[src/can_diag_pkg.sv]
package can_diag_pkg;
   // ----------------------------------------------------------------
   // register byte offsets
   // ----------------------------------------------------------------
   localparam logic [7:0] CTRL_OFS      = 8'h00;
   localparam logic [7:0] NMT_OFS       = 8'h04;
   localparam logic [7:0] ERR_CODE_OFS  = 8'h08;
   localparam logic [7:0] PDO_COUNT_OFS = 8'h0c;
   localparam logic [7:0] IRQ_STAT_OFS  = 8'h10;
   localparam logic [7:0] IRQ_MASK_OFS  = 8'h14;
   localparam logic [7:0] CHAN_STAT_OFS = 8'h18;
   localparam logic [7:0] PDO_WORDS_OFS = 8'h1c;
   localparam logic [7:0] ACT_VAL_OFS   = 8'h20;

   // ----------------------------------------------------------------
   // fields and reset values
   // ----------------------------------------------------------------
   localparam int ACT_CHAN_LSB = 0;
   localparam int SW_CHAN_LSB  = 2;
   localparam int OVR_SEL_LSB  = 4;
   localparam logic [5:0] CTRL_RESET = 6'h00;
   localparam logic [7:0] IRQ_MASK_RESET = 8'h00;

   // irq status bit positions
   localparam int IRQ_BUS_OFF  = 0;
   localparam int IRQ_OVERRUN  = 1;
   localparam int IRQ_GUARD    = 2;
   localparam int IRQ_HBEAT    = 3;
   localparam int IRQ_RX_OVR   = 4;
   localparam int IRQ_NMT_ERR  = 5;
   localparam int IRQ_COMM_INT = 6;
   localparam int IRQ_BITS     = 7;

   // ----------------------------------------------------------------
   // last error codes
   // ----------------------------------------------------------------
   localparam logic [7:0] ERR_NONE    = 8'h00;
   localparam logic [7:0] ERR_BUS_OFF = 8'h01;
   localparam logic [7:0] ERR_GUARD   = 8'h02;
   localparam logic [7:0] ERR_RX_OVR  = 8'h03;
   localparam logic [7:0] ERR_HBEAT   = 8'h04;
   localparam logic [7:0] ERR_NMT     = 8'h05;
   localparam logic [7:0] ERR_OVR_32  = 8'h20;
   localparam logic [7:0] ERR_OVR_64  = 8'h40;
   localparam logic [7:0] ERR_OVR_128 = 8'h80;

   // ----------------------------------------------------------------
   // indicator timing
   // ----------------------------------------------------------------
   localparam int CLK_HZ        = 10_000_000;
   localparam int LED_SLOT_MS   = 200;
   localparam int LED_SLOT_CYC  = CLK_HZ / 1000 * LED_SLOT_MS;
   localparam logic [2:0] SFLASH_SLOTS = 3'h6;
   localparam logic [2:0] DFLASH_SLOTS = 3'h7;

   typedef enum logic [1:0] {
      NMT_BOOT,
      NMT_STOPPED,
      NMT_OPERATIONAL,
      NMT_PREOP
   } nmt_state_t;
endpackage

[src/canopen_status_diagnostics.sv]
`timescale 1ns/1ns
module canopen_status_diagnostics
   import can_diag_pkg::*;
#(
   parameter int SLOT_CYCLES = LED_SLOT_CYC,
   parameter int CHANNELS    = 4
) (
   input  wire logic                 sys_clk,
   input  wire logic                 reset,
   input  wire logic                 psel,
   input  wire logic                 penable,
   input  wire logic                 pwrite,
   input  wire logic [7:0]           paddr,
   input  wire logic [31:0]          pwdata,
   output logic                      pready,
   output logic [31:0]               prdata,
   output logic                      pslverr,
   input  wire logic                 ctrl_off,
   input  wire logic                 ctrl_bus_off,
   input  wire logic                 ctrl_error,
   input  wire logic                 ctrl_overrun,
   input  wire logic                 ctrl_rx_overrun,
   input  wire logic                 guard_event,
   input  wire logic                 hbeat_event,
   input  wire logic                 nmt_error,
   input  wire nmt_state_t           nmt_state_in,
   input  wire logic                 rx_pdo,
   input  wire logic                 tx_pdo,
   input  wire logic [1:0]           pdo_set,
   input  wire logic [3:0]           pdo_bytes,
   input  wire logic                 par_wr,
   input  wire logic [1:0]           par_chan,
   input  wire logic                 par_is_ref,
   input  wire logic [15:0]          par_data,
   input  wire logic [CHANNELS-1:0]  comm_warning,
   output logic                      run_led,
   output logic                      err_led,
   output logic                      nmt_reinit,
   output logic                      comm_interrupt,
   output logic [15:0]               active_cmd,
   output logic [15:0]               active_ref,
   output logic                      irq
);

   // ----------------------------------------------------------------
   // state
   // ----------------------------------------------------------------
   logic [5:0]          ctrl;
   logic [7:0]          err_code;
   logic [15:0]         rx_count;
   logic [15:0]         tx_count;
   logic [IRQ_BITS-1:0] irq_stat;
   logic [IRQ_BITS-1:0] irq_mask;
   logic [IRQ_BITS-1:0] rd_clear;
   logic [IRQ_BITS-1:0] events;
   logic [CHANNELS-1:0] written;
   logic [CHANNELS-1:0] monitored;
   logic [15:0]         cmd_word [CHANNELS];
   logic [15:0]         ref_word [CHANNELS];
   logic [2:0]          pdo_words [3];
   logic                bus_off_q;
   logic                guard_seen;
   logic [31:0]         slot_cnt;
   logic                slot_tick;
   logic [2:0]          sflash_ph;
   logic [2:0]          dflash_ph;
   logic                blink;
   logic                setup;
   logic                access_done;
   logic [1:0]          act_chan;
   logic [1:0]          sw_chan;
   logic [1:0]          ovr_sel;
   logic [31:0]         next_rdata;
   logic                next_err;

   // words carried by a pdo of the given byte length
   function automatic logic [2:0] words_of(input logic [3:0] bytes);
      logic [4:0] sum;
      sum = {1'b0, bytes} + 5'h01;
      return sum[3:1];
   endfunction

   assign act_chan    = ctrl[ACT_CHAN_LSB +: 2];
   assign sw_chan     = ctrl[SW_CHAN_LSB +: 2];
   assign ovr_sel     = ctrl[OVR_SEL_LSB +: 2];
   assign setup       = psel & ~penable;
   assign access_done = psel & penable & pready;

   // ----------------------------------------------------------------
   // apb slave, no wait state; read data is registered from the setup cycle
   // ----------------------------------------------------------------
   always_comb begin
      next_rdata = 32'h0000_0000;
      next_err   = 1'b0;
      unique case (paddr)
         CTRL_OFS:      next_rdata = {26'h0, ctrl};
         NMT_OFS:       next_rdata = {30'h0, nmt_state_in};
         ERR_CODE_OFS:  next_rdata = {24'h0, err_code};
         PDO_COUNT_OFS: next_rdata = {tx_count, rx_count};
         IRQ_STAT_OFS:  next_rdata = {25'h0, irq_stat};
         IRQ_MASK_OFS:  next_rdata = {25'h0, irq_mask};
         CHAN_STAT_OFS: next_rdata = {24'h0, 4'(monitored), 4'(written)};
         PDO_WORDS_OFS: next_rdata = {23'h0, pdo_words[2], pdo_words[1],
                                      pdo_words[0]};
         ACT_VAL_OFS:   next_rdata = {active_ref, active_cmd};
         default:       next_err   = 1'b1;
      endcase
   end

   always_ff @(posedge sys_clk) begin
      if (reset) begin
         pready  <= 1'b0;
         prdata  <= 32'h0000_0000;
         pslverr <= 1'b0;
      end else begin
         pready  <= setup;
         pslverr <= setup & next_err;
         if (setup && !pwrite) begin
            prdata <= next_rdata;
         end
      end
   end

   always_ff @(posedge sys_clk) begin
      if (reset) begin
         ctrl     <= CTRL_RESET;
         irq_mask <= IRQ_MASK_RESET[IRQ_BITS-1:0];
      end else if (access_done && pwrite) begin
         if (paddr == CTRL_OFS) begin
            ctrl <= pwdata[5:0];
         end
         if (paddr == IRQ_MASK_OFS) begin
            irq_mask <= pwdata[IRQ_BITS-1:0];
         end
      end
   end

   // ----------------------------------------------------------------
   // interrupts: sticky, cleared by a status read, set wins
   // ----------------------------------------------------------------
   always_comb begin
      events = '0;
      events[IRQ_BUS_OFF]  = ctrl_bus_off & ~bus_off_q;
      events[IRQ_OVERRUN]  = ctrl_overrun;
      events[IRQ_GUARD]    = guard_event;
      events[IRQ_HBEAT]    = hbeat_event;
      events[IRQ_RX_OVR]   = ctrl_rx_overrun;
      events[IRQ_NMT_ERR]  = nmt_error;
      events[IRQ_COMM_INT] = |(comm_warning & monitored);
   end

   assign rd_clear = (access_done && !pwrite && paddr == IRQ_STAT_OFS) ?
                     prdata[IRQ_BITS-1:0] : '0;

   always_ff @(posedge sys_clk) begin
      if (reset) begin
         irq_stat  <= '0;
         irq       <= 1'b0;
         bus_off_q <= 1'b0;
      end else begin
         irq_stat  <= (irq_stat & ~rd_clear) | events;
         irq       <= |(((irq_stat & ~rd_clear) | events) & irq_mask);
         bus_off_q <= ctrl_bus_off;
      end
   end

   // ----------------------------------------------------------------
   // last error code
   // ----------------------------------------------------------------
   always_ff @(posedge sys_clk) begin
      if (reset) begin
         err_code   <= ERR_NONE;
         nmt_reinit <= 1'b0;
      end else begin
         nmt_reinit <= guard_event | hbeat_event;
         // priority: bus-off and controller overrun first, then guarding, heartbeat, rx overrun, nmt error
         if (events[IRQ_BUS_OFF] || ctrl_overrun) begin
            err_code <= ERR_BUS_OFF;
         end else if (guard_event) begin
            err_code <= ERR_GUARD;
         end else if (hbeat_event) begin
            err_code <= ERR_HBEAT;
         end else if (ctrl_rx_overrun) begin
            unique case (ovr_sel)
               2'h0: err_code <= ERR_RX_OVR;
               2'h1: err_code <= ERR_OVR_32;
               2'h2: err_code <= ERR_OVR_64;
               2'h3: err_code <= ERR_OVR_128;
            endcase
         end else if (nmt_error) begin
            err_code <= ERR_NMT;
         end else if (access_done && pwrite && paddr == ERR_CODE_OFS) begin
            err_code <= ERR_NONE;
         end
      end
   end

   // ----------------------------------------------------------------
   // pdo counters and word display
   // ----------------------------------------------------------------
   always_ff @(posedge sys_clk) begin
      if (reset) begin
         rx_count <= 16'h0000;
         tx_count <= 16'h0000;
      end else begin
         // natural 16 bit overflow gives the wrap after 65535
         if (rx_pdo) begin
            rx_count <= rx_count + 16'h0001;
         end
         if (tx_pdo) begin
            tx_count <= tx_count + 16'h0001;
         end
      end
   end

   always_ff @(posedge sys_clk) begin
      if (reset) begin
         for (int i = 0; i < 3; i++) begin
            pdo_words[i] <= 3'h0;
         end
      end else if ((rx_pdo || tx_pdo) && pdo_set != 2'h3) begin
         pdo_words[pdo_set] <= words_of(pdo_bytes);
      end
   end

   // ----------------------------------------------------------------
   // per channel command and reference, monitoring
   // ----------------------------------------------------------------
   always_ff @(posedge sys_clk) begin
      if (reset) begin
         written <= '0;
         for (int i = 0; i < CHANNELS; i++) begin
            cmd_word[i] <= 16'h0000;
            ref_word[i] <= 16'h0000;
         end
      end else if (par_wr) begin
         written[par_chan] <= 1'b1;
         if (par_is_ref) begin
            ref_word[par_chan] <= par_data;
         end else begin
            cmd_word[par_chan] <= par_data;
         end
      end
   end

   always_comb begin
      monitored = '0;
      for (int i = 0; i < CHANNELS; i++) begin
         monitored[i] = written[i] &&
                        (act_chan == 2'(i) || sw_chan == 2'(i));
      end
   end

   always_ff @(posedge sys_clk) begin
      if (reset) begin
         active_cmd     <= 16'h0000;
         active_ref     <= 16'h0000;
         comm_interrupt <= 1'b0;
      end else begin
         active_cmd     <= cmd_word[act_chan];
         active_ref     <= ref_word[act_chan];
         comm_interrupt <= |(comm_warning & monitored);
      end
   end

   // ----------------------------------------------------------------
   // indicator timing
   // ----------------------------------------------------------------
   always_ff @(posedge sys_clk) begin
      if (reset) begin
         slot_cnt  <= 32'h0000_0000;
         slot_tick <= 1'b0;
      end else begin
         slot_tick <= (slot_cnt == 32'(SLOT_CYCLES - 1));
         if (slot_cnt == 32'(SLOT_CYCLES - 1)) begin
            slot_cnt <= 32'h0000_0000;
         end else begin
            slot_cnt <= slot_cnt + 32'h0000_0001;
         end
      end
   end

   // single flash: on 1 slot of 6; double: on slots 0 and 2 of 8
   always_ff @(posedge sys_clk) begin
      if (reset) begin
         sflash_ph <= 3'h0;
         dflash_ph <= 3'h0;
         blink     <= 1'b0;
      end else if (slot_tick) begin
         sflash_ph <= (sflash_ph == SFLASH_SLOTS - 3'h1) ? 3'h0 :
                      sflash_ph + 3'h1;
         dflash_ph <= dflash_ph + 3'h1;
         blink     <= ~blink;
      end
   end

   always_ff @(posedge sys_clk) begin
      if (reset) begin
         guard_seen <= 1'b0;
      end else if (guard_event || hbeat_event) begin
         guard_seen <= 1'b1;
      end else if (access_done && pwrite && paddr == ERR_CODE_OFS) begin
         guard_seen <= 1'b0;
      end
   end

   always_ff @(posedge sys_clk) begin
      if (reset) begin
         run_led <= 1'b0;
         err_led <= 1'b0;
      end else begin
         if (ctrl_off) begin
            run_led <= 1'b0;
         end else begin
            unique case (nmt_state_in)
               NMT_STOPPED:     run_led <= (sflash_ph == 3'h0);
               NMT_PREOP:       run_led <= blink;
               NMT_OPERATIONAL: run_led <= 1'b1;
               NMT_BOOT:        run_led <= 1'b0;
            endcase
         end
         if (ctrl_bus_off) begin
            err_led <= 1'b1;
         end else if (guard_seen) begin
            err_led <= (dflash_ph == 3'h0 || dflash_ph == 3'h2);
         end else if (ctrl_error) begin
            err_led <= (sflash_ph == 3'h0);
         end else begin
            err_led <= 1'b0;
         end
      end
   end

endmodule // canopen_status_diagnostics

[config.mk]
export PLATFORM = sky130hd
export DESIGN_NAME = canopen_status_diagnostics
export DESIGN_NICKNAME = d
export VERILOG_FILES = /design/src/can_diag_pkg.sv /design/src/canopen_status_diagnostics.sv
export SDC_FILE = /design/constraint.sdc
export NUM_CORES = 1
export LEC_CHECK = 0
export BUFFER_PORTS_ARGS = -buffer_cell sky130_fd_sc_hd__buf_2
export CAP_MARGIN = 20
export CORE_ASPECT_RATIO = 1.5
export CORE_MARGIN = 2
export CORE_UTILIZATION = 60
export CTS_CLUSTER_SIZE = 30
export DETAILED_ROUTE_END_ITERATION = 7
export GPL_TIMING_DRIVEN = 0
export HOLD_SLACK_MARGIN = 0.06
export PLACE_DENSITY = 0.83
export SLEW_MARGIN = 20
export SYNTH_ARGS = -nofsm -noshare
export SYNTH_HDL_FRONTEND = slang
export SYNTH_SLANG_ARGS = --single-unit
[constraint.sdc]
create_clock -name sys_clk -period 3.9 [get_ports sys_clk]
set_input_delay 0.195 -clock sys_clk [delete_from_list [all_inputs] [get_ports sys_clk]]
set_output_delay 0.195 -clock sys_clk [all_outputs]
set_load 0.05 [all_outputs]
* After elaboration in Yosys (flattened, before gate mapping)
Memories as Yosys holds them, arrays and structs flattened. A register that Yosys moved wholly into a read port is not among the register bits.
Cells that the tools add are included.
** Word-level totals
- Bits of input ports :: 87
- Memories kept :: 3
- RAM bits :: 137
- Register bits :: 145
- Output and inout bits :: 71
** Memories
- cmd_word :: depth 4, bits a word 16, read ports 1, clocked after Yosys merged registers in 1, wr ports 4, line canopen_status_diagnostics.sv:58 : logic [15:0] cmd_word [CHANNELS];
- ref_word :: depth 4, bits a word 16, read ports 1, clocked after Yosys merged registers in 1, wr ports 4, line canopen_status_diagnostics.sv:59 : logic [15:0] ref_word [CHANNELS];
- pdo_words :: depth 3, bits a word 3, read ports 3, clocked after Yosys merged registers in 0, wr ports 3, line canopen_status_diagnostics.sv:60 : logic [2:0] pdo_words [3];
** Operators by class
- Bitwise gates (word level) :: 15
- Equal/unequal tests :: 24
- Muxes and demuxes :: 41
- Reductions and logical operators :: 45
- Add/subtract/negate cells :: 6
- Magnitude comparators :: 2
** Operators by type and width (count)
- one-hot mux 32 bit (9 select lines) :: 1
- adder 16 x 1 -> 16 bit (second input constant) :: 2
- adder 32 x 1 -> 32 bit (second input constant) :: 1
- equality test 32 x 21 -> 1 bit (second input constant) :: 1
- equality test 8 x 5 -> 1 bit (second input constant) :: 4
- 2-to-1 mux 16 bit :: 2
- one-hot mux 8 bit (4 select lines) :: 1
- OR reduction 16 bit :: 2
- 2-to-1 mux 1 bit :: 24
- 2-to-1 mux 8 bit :: 3
- equality test 2 bit (second input constant) :: 8
- equality test 8 x 4 -> 1 bit (second input constant) :: 2
- AND 7 bit :: 2
- logical AND 1 bit :: 11
- 2-to-1 mux 3 bit :: 3
- OR reduction 9 bit :: 1
- equality test 2 x 1 -> 1 bit (second input constant) :: 4
- equality test 8 x 3 -> 1 bit (second input constant) :: 1
- equality test 8 x 6 -> 1 bit (second input constant) :: 1
- logical NOT 2 bit :: 4
- logical NOT 8 bit :: 1
- logical OR 1 bit :: 8
- 2-to-1 mux 2 bit :: 4
- OR reduction 4 bit :: 2
- 28 further kinds :: 40

* Logic depth before layout (Yosys ltp)
Gate-level depths: netlist of run 1.
- Depth in word-level cells :: 10
- Mapped depth :: 8
- Mapped depth without buffers :: 6

* Least setup slack after synthesis of run 1
OpenSTA, ideal clock, no wires.
- Path type :: reg-to-reg
- From :: register pready
- To :: register irq_mask[0]
- Stages on the path, launching flop included :: 6
- Required time :: 3.772 ns
- Data arrival time :: 1.976 ns
- Setup slack :: 1.796 ns
- Clock period less this slack :: 2.104 ns
- Path through :: dfxtp_1 > and3_1 > nand2_1 > nor4_2 > mux2i_1 > nor2_1
** On the way
- Cells in the longest elaborated chain, start to end :: 3
** Ends and longest elaborated chain
- start: declaration :: line canopen_status_diagnostics.sv:15 : output logic pready,
- start signal: assignment :: line canopen_status_diagnostics.sv:116 : pready <= setup;
- AND 1 bit :: line canopen_status_diagnostics.sv:87 : assign access_done = psel & penable & pready;
- logical AND 1 bit :: line canopen_status_diagnostics.sv:128 : end else if (access_done && pwrite) begin
- AND reduction 2 bit (no source line)
- end signal: assignment :: line canopen_status_diagnostics.sv:127 : irq_mask <= IRQ_MASK_RESET[IRQ_BITS-1:0];
- end signal: assignment :: line canopen_status_diagnostics.sv:133 : irq_mask <= pwdata[IRQ_BITS-1:0];
- end: declaration :: line canopen_status_diagnostics.sv:53 : logic [IRQ_BITS-1:0] irq_mask;
No other way between the ends.
A chain may end at the register's enable or synchronous reset.

* Final worst setup path of run 1
- From :: register slot_cnt[0]
- To :: register slot_cnt[18]
** On the way
- Cells in the longest elaborated chain, start to end :: 2
- Elaborated cells between the ends (all ways) :: 3
- Those cells by class :: 1 x add/sub; 1 x eq/ne; 1 x reduce/logical
** Ends and longest elaborated chain
- start: declaration :: line canopen_status_diagnostics.sv:63 : logic [31:0] slot_cnt;
- start signal: assignment :: line canopen_status_diagnostics.sv:278 : slot_cnt <= slot_cnt + 32'h0000_0001;
- branches (longest 2 deep; another with adder 32 x 1 -> 32 bit)
Parallel ways; which one is timed is not known.

==> results.py, run 1 <==
metrics = {
    "worst_setup_path": {
        "critPathLaunchType": "register",
        "critPathMaxFanout": 10,
        "critPathRequiredTime_ns": 4.33,
        "arrival_ns": 2.94,
        "endpoint_kind": "register",
        "path_cells": "ha_1 -> inv_1 -> nor2_1 -> a31o_2 -> clkbuf_1 -> buf_2 -> buf_2 -> nor2_1",
        "critPathSlowestCell": "nor2_1",
        "cp_top_family": "buffers and inverters",
        "slowest_delay_ns": 0.54,
        "crit_buf_inv": 4,
        "critical_path_class": "reg -> reg",
    },
    "place": {
        "io_buffers": 125,
        "pre_cts_ws_ns": 1.33,
        "placed_cell_area_sq_um": 14300,
        "place.gp.congestion": 0.976,
        "place_hpwl_microns": 25200,
    },
    "sta": {
        "rsz0062_at_grt": "no",
        "period_share_pct": 64.3,
        "skew_ns": 0.0143,
        "slew_headroom_pct": 35.7,
        "setup_ws_ns": 1.39,
        "tightest_slew_ns": 0.956,
        "setup_tns_ns": 0,
        "worst_hold_slack_ns": 0.0717,
        "finalHoldViolCount": 0,
        "fmax_ghz": 0.399,
        "layout_min_cycle_time_ns": 2.51,
        "setup_viol": 0,
        "slew_viol_final": 0,
    },
    "power_and_ir_drop": {
        "p_leak_uw": 0.00601,
        "power_density_nw_per_um2": 457,
        "ir_worst_vdd_v": 0.000410,
    },
    "global_routing": {
        "grt_pass1_wl_microns": 53800,
        "antenna_found_initial": 1,
        "first_global_vias": 10200,
        "grt-ovfl-total": 0,
        "grt_max_degree": 17,
        "grt_use_total_pct": 29.5,
    },
    "status": {
        "status": "completed",
    },
    "job": {
        "cap_violations": 0,
    },
    "floorplan": {
        "rows": 66,
        "dieWidth_microns": 125,
        "ios": 158,
        "die-height_microns": 186,
        "start_util_pct": 61.0,
        "die_area_sq_um": 23300,
        "core_area_sq_um": 21700,
    },
    "route": {
        "vias": 10200,
        "top_layer_used": "met4",
        "wl_per_cell_microns": 20.3,
        "drtIter0Drc": 1176,
        "dr_wl_met2_microns": 17700,
        "antenna_left": 0,
        "wl_met1_microns": 12900,
        "drt_pass1_iterations": 5,
        "routed_wl_microns": 34700,
        "drc_errors": 0,
        "dr_wl_met3_microns": 2330,
        "via_per_inst": 5.97,
    },
    "layout": {
        "final_area_sq_um": 15700,
        "nFillCells": 1500,
        "fin_nets": 1509,
        "area_growth_syn_to_layout_pct": 18.6,
        "drive_gt1_share_pct": 17.2,
    },
    "clock_tree": {
        "post_cts_resized": 0,
        "root_buffer": "clkbuf_16",
        "tritoncts": "built",
        "postCtsSetupBuffers": 0,
        "ctsHoldBuffers": 39,
        "cts_buffers": 28,
        "cts.clk_slew.worst_paths_ns": 0.07,
        "cts_buffer_depth": 3,
        "cts_htree_levels": 1,
        "clock_latency_ns": 0.55,
        "cts.sinks": 312,
    },
    "logic_synthesis": {
        "syn-mean-instance-area_sq_um": 10.9,
        "synth.most_common_cell": "nor2_1",
        "synth_adder_area_share_pct": 0.661,
        "yosysTopAreaCell": "edfxtp_1",
        "synthFlopType": "dfxtp_1",
        "ys_types": 65,
        "synthXorXnorAreaFrac_pct": 3.83,
        "synth_area_sq_um": 13200,
        "async_flop_share_pct": 0,
        "synth_edf_count": 137,
        "synthSimpleGateAreaFrac_pct": 18.0,
        "synth_top_family_by_area": "simple AND/OR/NAND/NOR gates",
        "syn_nets": 1312,
        "synthMuxAreaShare_pct": 8.03,
        "synth_compound_area_share_pct": 8.30,
        "ys.warnings.count": 0,
        "synth_cells": 1218,
        "yosys-top-cells-area": "edfxtp_1, dfxtp_1, nor2_1",
        "yosys_register_bits": 312,
        "seq_area_frac_synth_pct": 57.5,
        "yosysTopAreaCellShare_pct": 31.1,
        "synth_common_cells": "nor2_1, dfxtp_1, edfxtp_1, nand2_1, inv_1",
    },
    "worst_hold_path": {
        "hold_class": "in -> reg",
    },
}
per-layer routing:
metal	global-route usage, %	vias to the layer above
met5	0	-
met4	15.3	0
met3	3.79	107
met2	53.5	524
met1	34.2	4882
li1	-	4699
cell families after synthesis:
| logic type | Yosys count |
|---|---|
| AND/OR/NAND/NOR | 511 |
| flip-flops | 312 |
| AO/OA/AOI/OAI | 148 |
| buffers and inverters | 122 |
| multiplexers | 60 |
| XOR/XNOR | 58 |
| adder cells (fa/ha/maj) | 7 |
state kept, by name, indices dropped and copies added, names as in the netlist, 4 cells and up:
name        count
active_cmd     16
active_ref     16
cmd_word       64
ctrl            6
err_code        6
irq_mask        7
irq_stat        7
pdo_words       9
prdata         32
ref_word       64
rx_count       16
slot_cnt       32
tx_count       16
written         4
worst register-to-register path, stage by stage (launching register included):
cell	delay (ns)
dfxtp_1	0.38
ha_1	0.23
inv_1	0.08
nor2_1	0.54
a31o_2	0.25
clkbuf_1	0.29
buf_2	0.29
buf_2	0.26
nor2_1	0.08
placed cells by master, fill, tap and decap left out, types with 33 or more instances in the layout:
cell,instances
nand2_1,75
inv_1,56
edfxtp_1,137
nor2_1,251
dlygate4sd3_1,39
xor2_1,33
buf_2,138
mux4_2,34
nor2b_1,41
dfxtp_1,175
clkbuf_1,50
cell type report:
type / count / area [sq um] / area share [%]
flip-flops and latches: 312 / 7620 / 48.5
multi-input cells: 784 / 5170 / 32.9
repair buffers: 167 / 1050 / 6.70
clock buffers: 40 / 858 / 5.46
well taps: 272 / 340 / 2.17
plain buffers: 68 / 279 / 1.78
inverters: 54 / 203 / 1.29
clock inverters: 12 / 190 / 1.21
diodes: 1 / 2.50 / 0.0159
worst paths after layout:
| kind | from | endpoint | slack (ns) | cells past startpoint |
|---|---|---|---|---|
| max | slot_cnt[0]$_SDFF_PP0_ | slot_cnt[18]$_SDFF_PP0_ | 1.39 | 8 |
| min | par_data[9] | cmd_word[3][9]$_DFFE_PP_ | 0.07 | 3 |
| max reg2reg | slot_cnt[0]$_SDFF_PP0_ | slot_cnt[18]$_SDFF_PP0_ | 1.39 | 8 |
| min reg2reg | prdata[7]$_SDFFE_PP0P_ | prdata[7]$_SDFFE_PP0P_ | 0.48 | 1 |
metrics by stage:
step	power, uW	util [%]	std cells
floorplan	3950	-	1218
global placement	4120	65.5	1615
detailed placement	4140	65.7	1618
CTS	7190	72.3	1709
global route	7340	72.4	1710
finish	7190	72.4	1710
report_power, final:
part	switching [uW]	internal [uW]	leakage, uW	total, uW
Sequential	70.9	3550	0.00275	3620
Combinational	325	167	0.00275	492
Clock	1210	1860	0.000513	3070
Total	1610	5580	0.00601	7190
Power figures use the tool's default switching activity.
==> inputs of run 2 (changes only) <==
--- a/config.mk
+++ b/config.mk
@@ -9,12 +9,12 @@
 export CAP_MARGIN = 20
 export CORE_ASPECT_RATIO = 1.5
 export CORE_MARGIN = 2
-export CORE_UTILIZATION = 60
+export CORE_UTILIZATION = 53
 export CTS_CLUSTER_SIZE = 30
 export DETAILED_ROUTE_END_ITERATION = 7
 export GPL_TIMING_DRIVEN = 0
 export HOLD_SLACK_MARGIN = 0.06
-export PLACE_DENSITY = 0.83
+export PLACE_DENSITY = 0.78
 export SLEW_MARGIN = 20
 export SYNTH_ARGS = -nofsm -noshare
 export SYNTH_HDL_FRONTEND = slang
==> constraint.sdc (replaced) <==
create_clock -name sys_clk -period 2.3 [get_ports sys_clk]
set_input_delay 0.115 -clock sys_clk [delete_from_list [all_inputs] [get_ports sys_clk]]
set_output_delay 0.115 -clock sys_clk [all_outputs]
set_load 0.05 [all_outputs]
==> run 2 against run 1 <==
Via count rose by 0.27%; clock power increased by 61%; critical path depth shrank 2; worst hold slack gained 0.016 ns; sequential power increased by 70%; routed wire length is 0.36% higher; combinational power is 74% higher; global-route usage down 2.8 points; maximum frequency increased by 17%; critical path type unchanged; final cell count rose by 3.6%; critical endpoint is now irq$_SDFF_PP0_; highest routed layer unchanged; register-to-register slack lost 1.2 ns; sequential share of layout area fell by 0.43 points.
==> results.py, run 2 (same netlist as run 1, synthesis figures left out) <==
metrics = {
    "worst_setup_path": {
        "crit_buf_inv": 1,
        "arrival_ns": 2.53,
        "slowest_delay_ns": 0.43,
        "critPathLaunchType": "register",
        "endpoint_kind": "register",
        "path_cells": "clkbuf_2 -> o22a_1 -> o22ai_1 -> o41a_1 -> nor3_1 -> a41oi_1",
        "cp_top_family": "compound AO/OA/AOI/OAI gates",
        "critical_path_class": "reg -> reg",
        "critPathSlowestCell": "o41a_1",
        "critPathMaxFanout": 10,
        "critPathRequiredTime_ns": 2.69,
    },
    "power_and_ir_drop": {
        "p_leak_uw": 0.00604,
        "comb_power_share_pct": 7.2,
        "pwr-share-clk_pct": 41.5,
        "power_density_nw_per_um2": 753,
        "power_uw": 11900,
        "p_switching_uw": 2770,
        "switching_share_pct": 23.2,
        "internal_power_uw": 9170,
        "ir_worst_vdd_v": 0.000594,
        "p_seq_share_pct": 51.4,
    },
    "route": {
        "wl_per_cell_microns": 19.7,
        "drtIter0Drc": 884,
        "drt_pass1_iterations": 7,
        "vias": 10200,
        "drc_errors": 0,
        "antenna_left": 0,
        "routed_wl_microns": 34800,
        "via_per_inst": 5.78,
    },
    "sta": {
        "setup_viol": 0,
        "rsz0062_at_grt": "no",
        "fmax_ghz": 0.466,
        "slew_headroom_pct": 43.7,
        "slew_viol_final": 0,
        "finalHoldViolCount": 0,
        "tightest_slew_ns": 0.845,
        "period_share_pct": 93.3,
        "layout_min_cycle_time_ns": 2.15,
        "skew_ns": 0.0162,
    },
    "floorplan": {
        "ios": 158,
        "rows": 70,
        "core_area_sq_um": 24400,
        "start_util_pct": 54.2,
        "die-height_microns": 198,
        "dieWidth_microns": 133,
        "die_area_sq_um": 26300,
    },
    "global_routing": {
        "grt_use_total_pct": 26.7,
        "grt_pass1_wl_microns": 54700,
        "antenna_found_initial": 0,
        "first_global_vias": 10300,
        "grt_max_degree": 17,
        "grt-ovfl-total": 0,
    },
    "layout": {
        "reg_top3": "cmd_word: 64 flops, ref_word: 64 flops",
        "utilization_pct": 64.9,
        "fin_nets": 1519,
        "antenna_cells": 0,
        "area_growth_syn_to_layout_pct": 19.7,
        "drive_gt1_share_pct": 17.5,
        "layout_common_cells": "nor2_1, dfxtp_1, buf_2",
        "mostFrequentLayoutCell": "nor2_1",
    },
    "place": {
        "place_hpwl_microns": 24700,
        "io_buffers": 125,
        "place.gp.congestion": 0.959,
    },
    "clock_tree": {
        "cts_buffers": 28,
        "postCtsSetupBuffers": 0,
        "cts_htree_levels": 1,
        "cts_buffer_depth": 3,
        "root_buffer": "clkbuf_16",
        "cts.clk_slew.worst_paths_ns": 0.07,
        "tritoncts": "built",
        "clock_latency_ns": 0.56,
        "cts.sinks": 312,
    },
    "status": {
        "status": "completed",
    },
    "worst_hold_path": {
        "hold_class": "in -> reg",
    },
    "job": {
        "cap_violations": 0,
    },
}
==> run 2: cell count changes in the layout (fill, tap and decap cells not counted), sizes merged <==
cell and delta:
dlygate4sd3 +11, buf -1, inv -1, bufinv -1
diode -1, clkinvlp +2, clkdlybuf4s15 +1, clkbuf -7
clkinv +6
==> run 2: worst paths after layout <==
path	startpoint	endpoint	slack (ns)	cells past startpoint
min	tx_pdo	tx_count[1]$_SDFFE_PP0P_	0.09	3
max	ctrl[0]$_SDFFE_PP0P_	irq$_SDFF_PP0_	0.15	6
min reg2reg	slot_cnt[0]$_SDFF_PP0_	slot_cnt[0]$_SDFF_PP0_	0.47	1
max reg2reg	ctrl[0]$_SDFFE_PP0P_	irq$_SDFF_PP0_	0.15	6
==> run 2: tightest hold or removal path, delay by kind of cell <==
family,cells,cell delay [ns]
AND/OR/NAND/NOR,1,0.08
buffers and inverters,1,0.23
multiplexers,1,0.18
==> run 2: timing repair <==
| action | CTS | global route |
|---|---|---|
| resized for setup | 5 | 5 |
| endpoints found under the setup margin | 30 | 26 |
| hold buffers | 50 | 0 |
| endpoints found under the hold margin | 178 | 0 |
| cloned | 0 | 0 |
==> run 2: cell type report <==
cell class | instances | area, sq um
clock buffers | 34 | 774
multi-input cells | 784 | 5200
repair buffers | 178 | 1170
well taps | 324 | 405
clock inverters | 18 | 203
plain buffers | 67 | 285
fillers | 1879 | 8580
inverters | 54 | 203
flip-flops and latches | 312 | 7620
==> run 2: power groups by stage <==
| stage | registers (uW) | logic [uW] | clock network [uW] |
|---|---|---|---|
| 2_1_floorplan | 6340 | 362 | 0 |
| 3_3_place_gp | 6240 | 750 | 0 |
| 3_5_place_dp | 6250 | 774 | 0 |
| 4_1_cts | 6130 | 845 | 4990 |
| 5_1_grt | 6150 | 915 | 5180 |
| 6_report | 6140 | 858 | 4950 |
==> run 2: metrics by stage <==
stage | instance area, sq um | setup TNS (ns) | hold WS (ns) | setup WS, ns | std cells
after floorplan | 13200 | 0 | 0.192 | 0.196 | 1218
after global placement | 14300 | -28.30 | 0.281 | -0.310 | 1667
after detailed placement | 14300 | -13.79 | 0.281 | -0.185 | 1670
after CTS | 15800 | 0 | 0.0704 | 0.0292 | 1772
after global routing | 15900 | 0 | 0.115 | 0.0238 | 1771
final | 15900 | 0 | 0.0880 | 0.153 | 1771
==> run 2: per-layer routing <==
metal,track usage (%),vias to the layer above,routed length [microns]
met4,15.6,0,2140
li1,-,4726,-
met3,3.64,126,2390
met2,46.4,504,17100
met1,31.8,4884,13200
met5,0,-,0
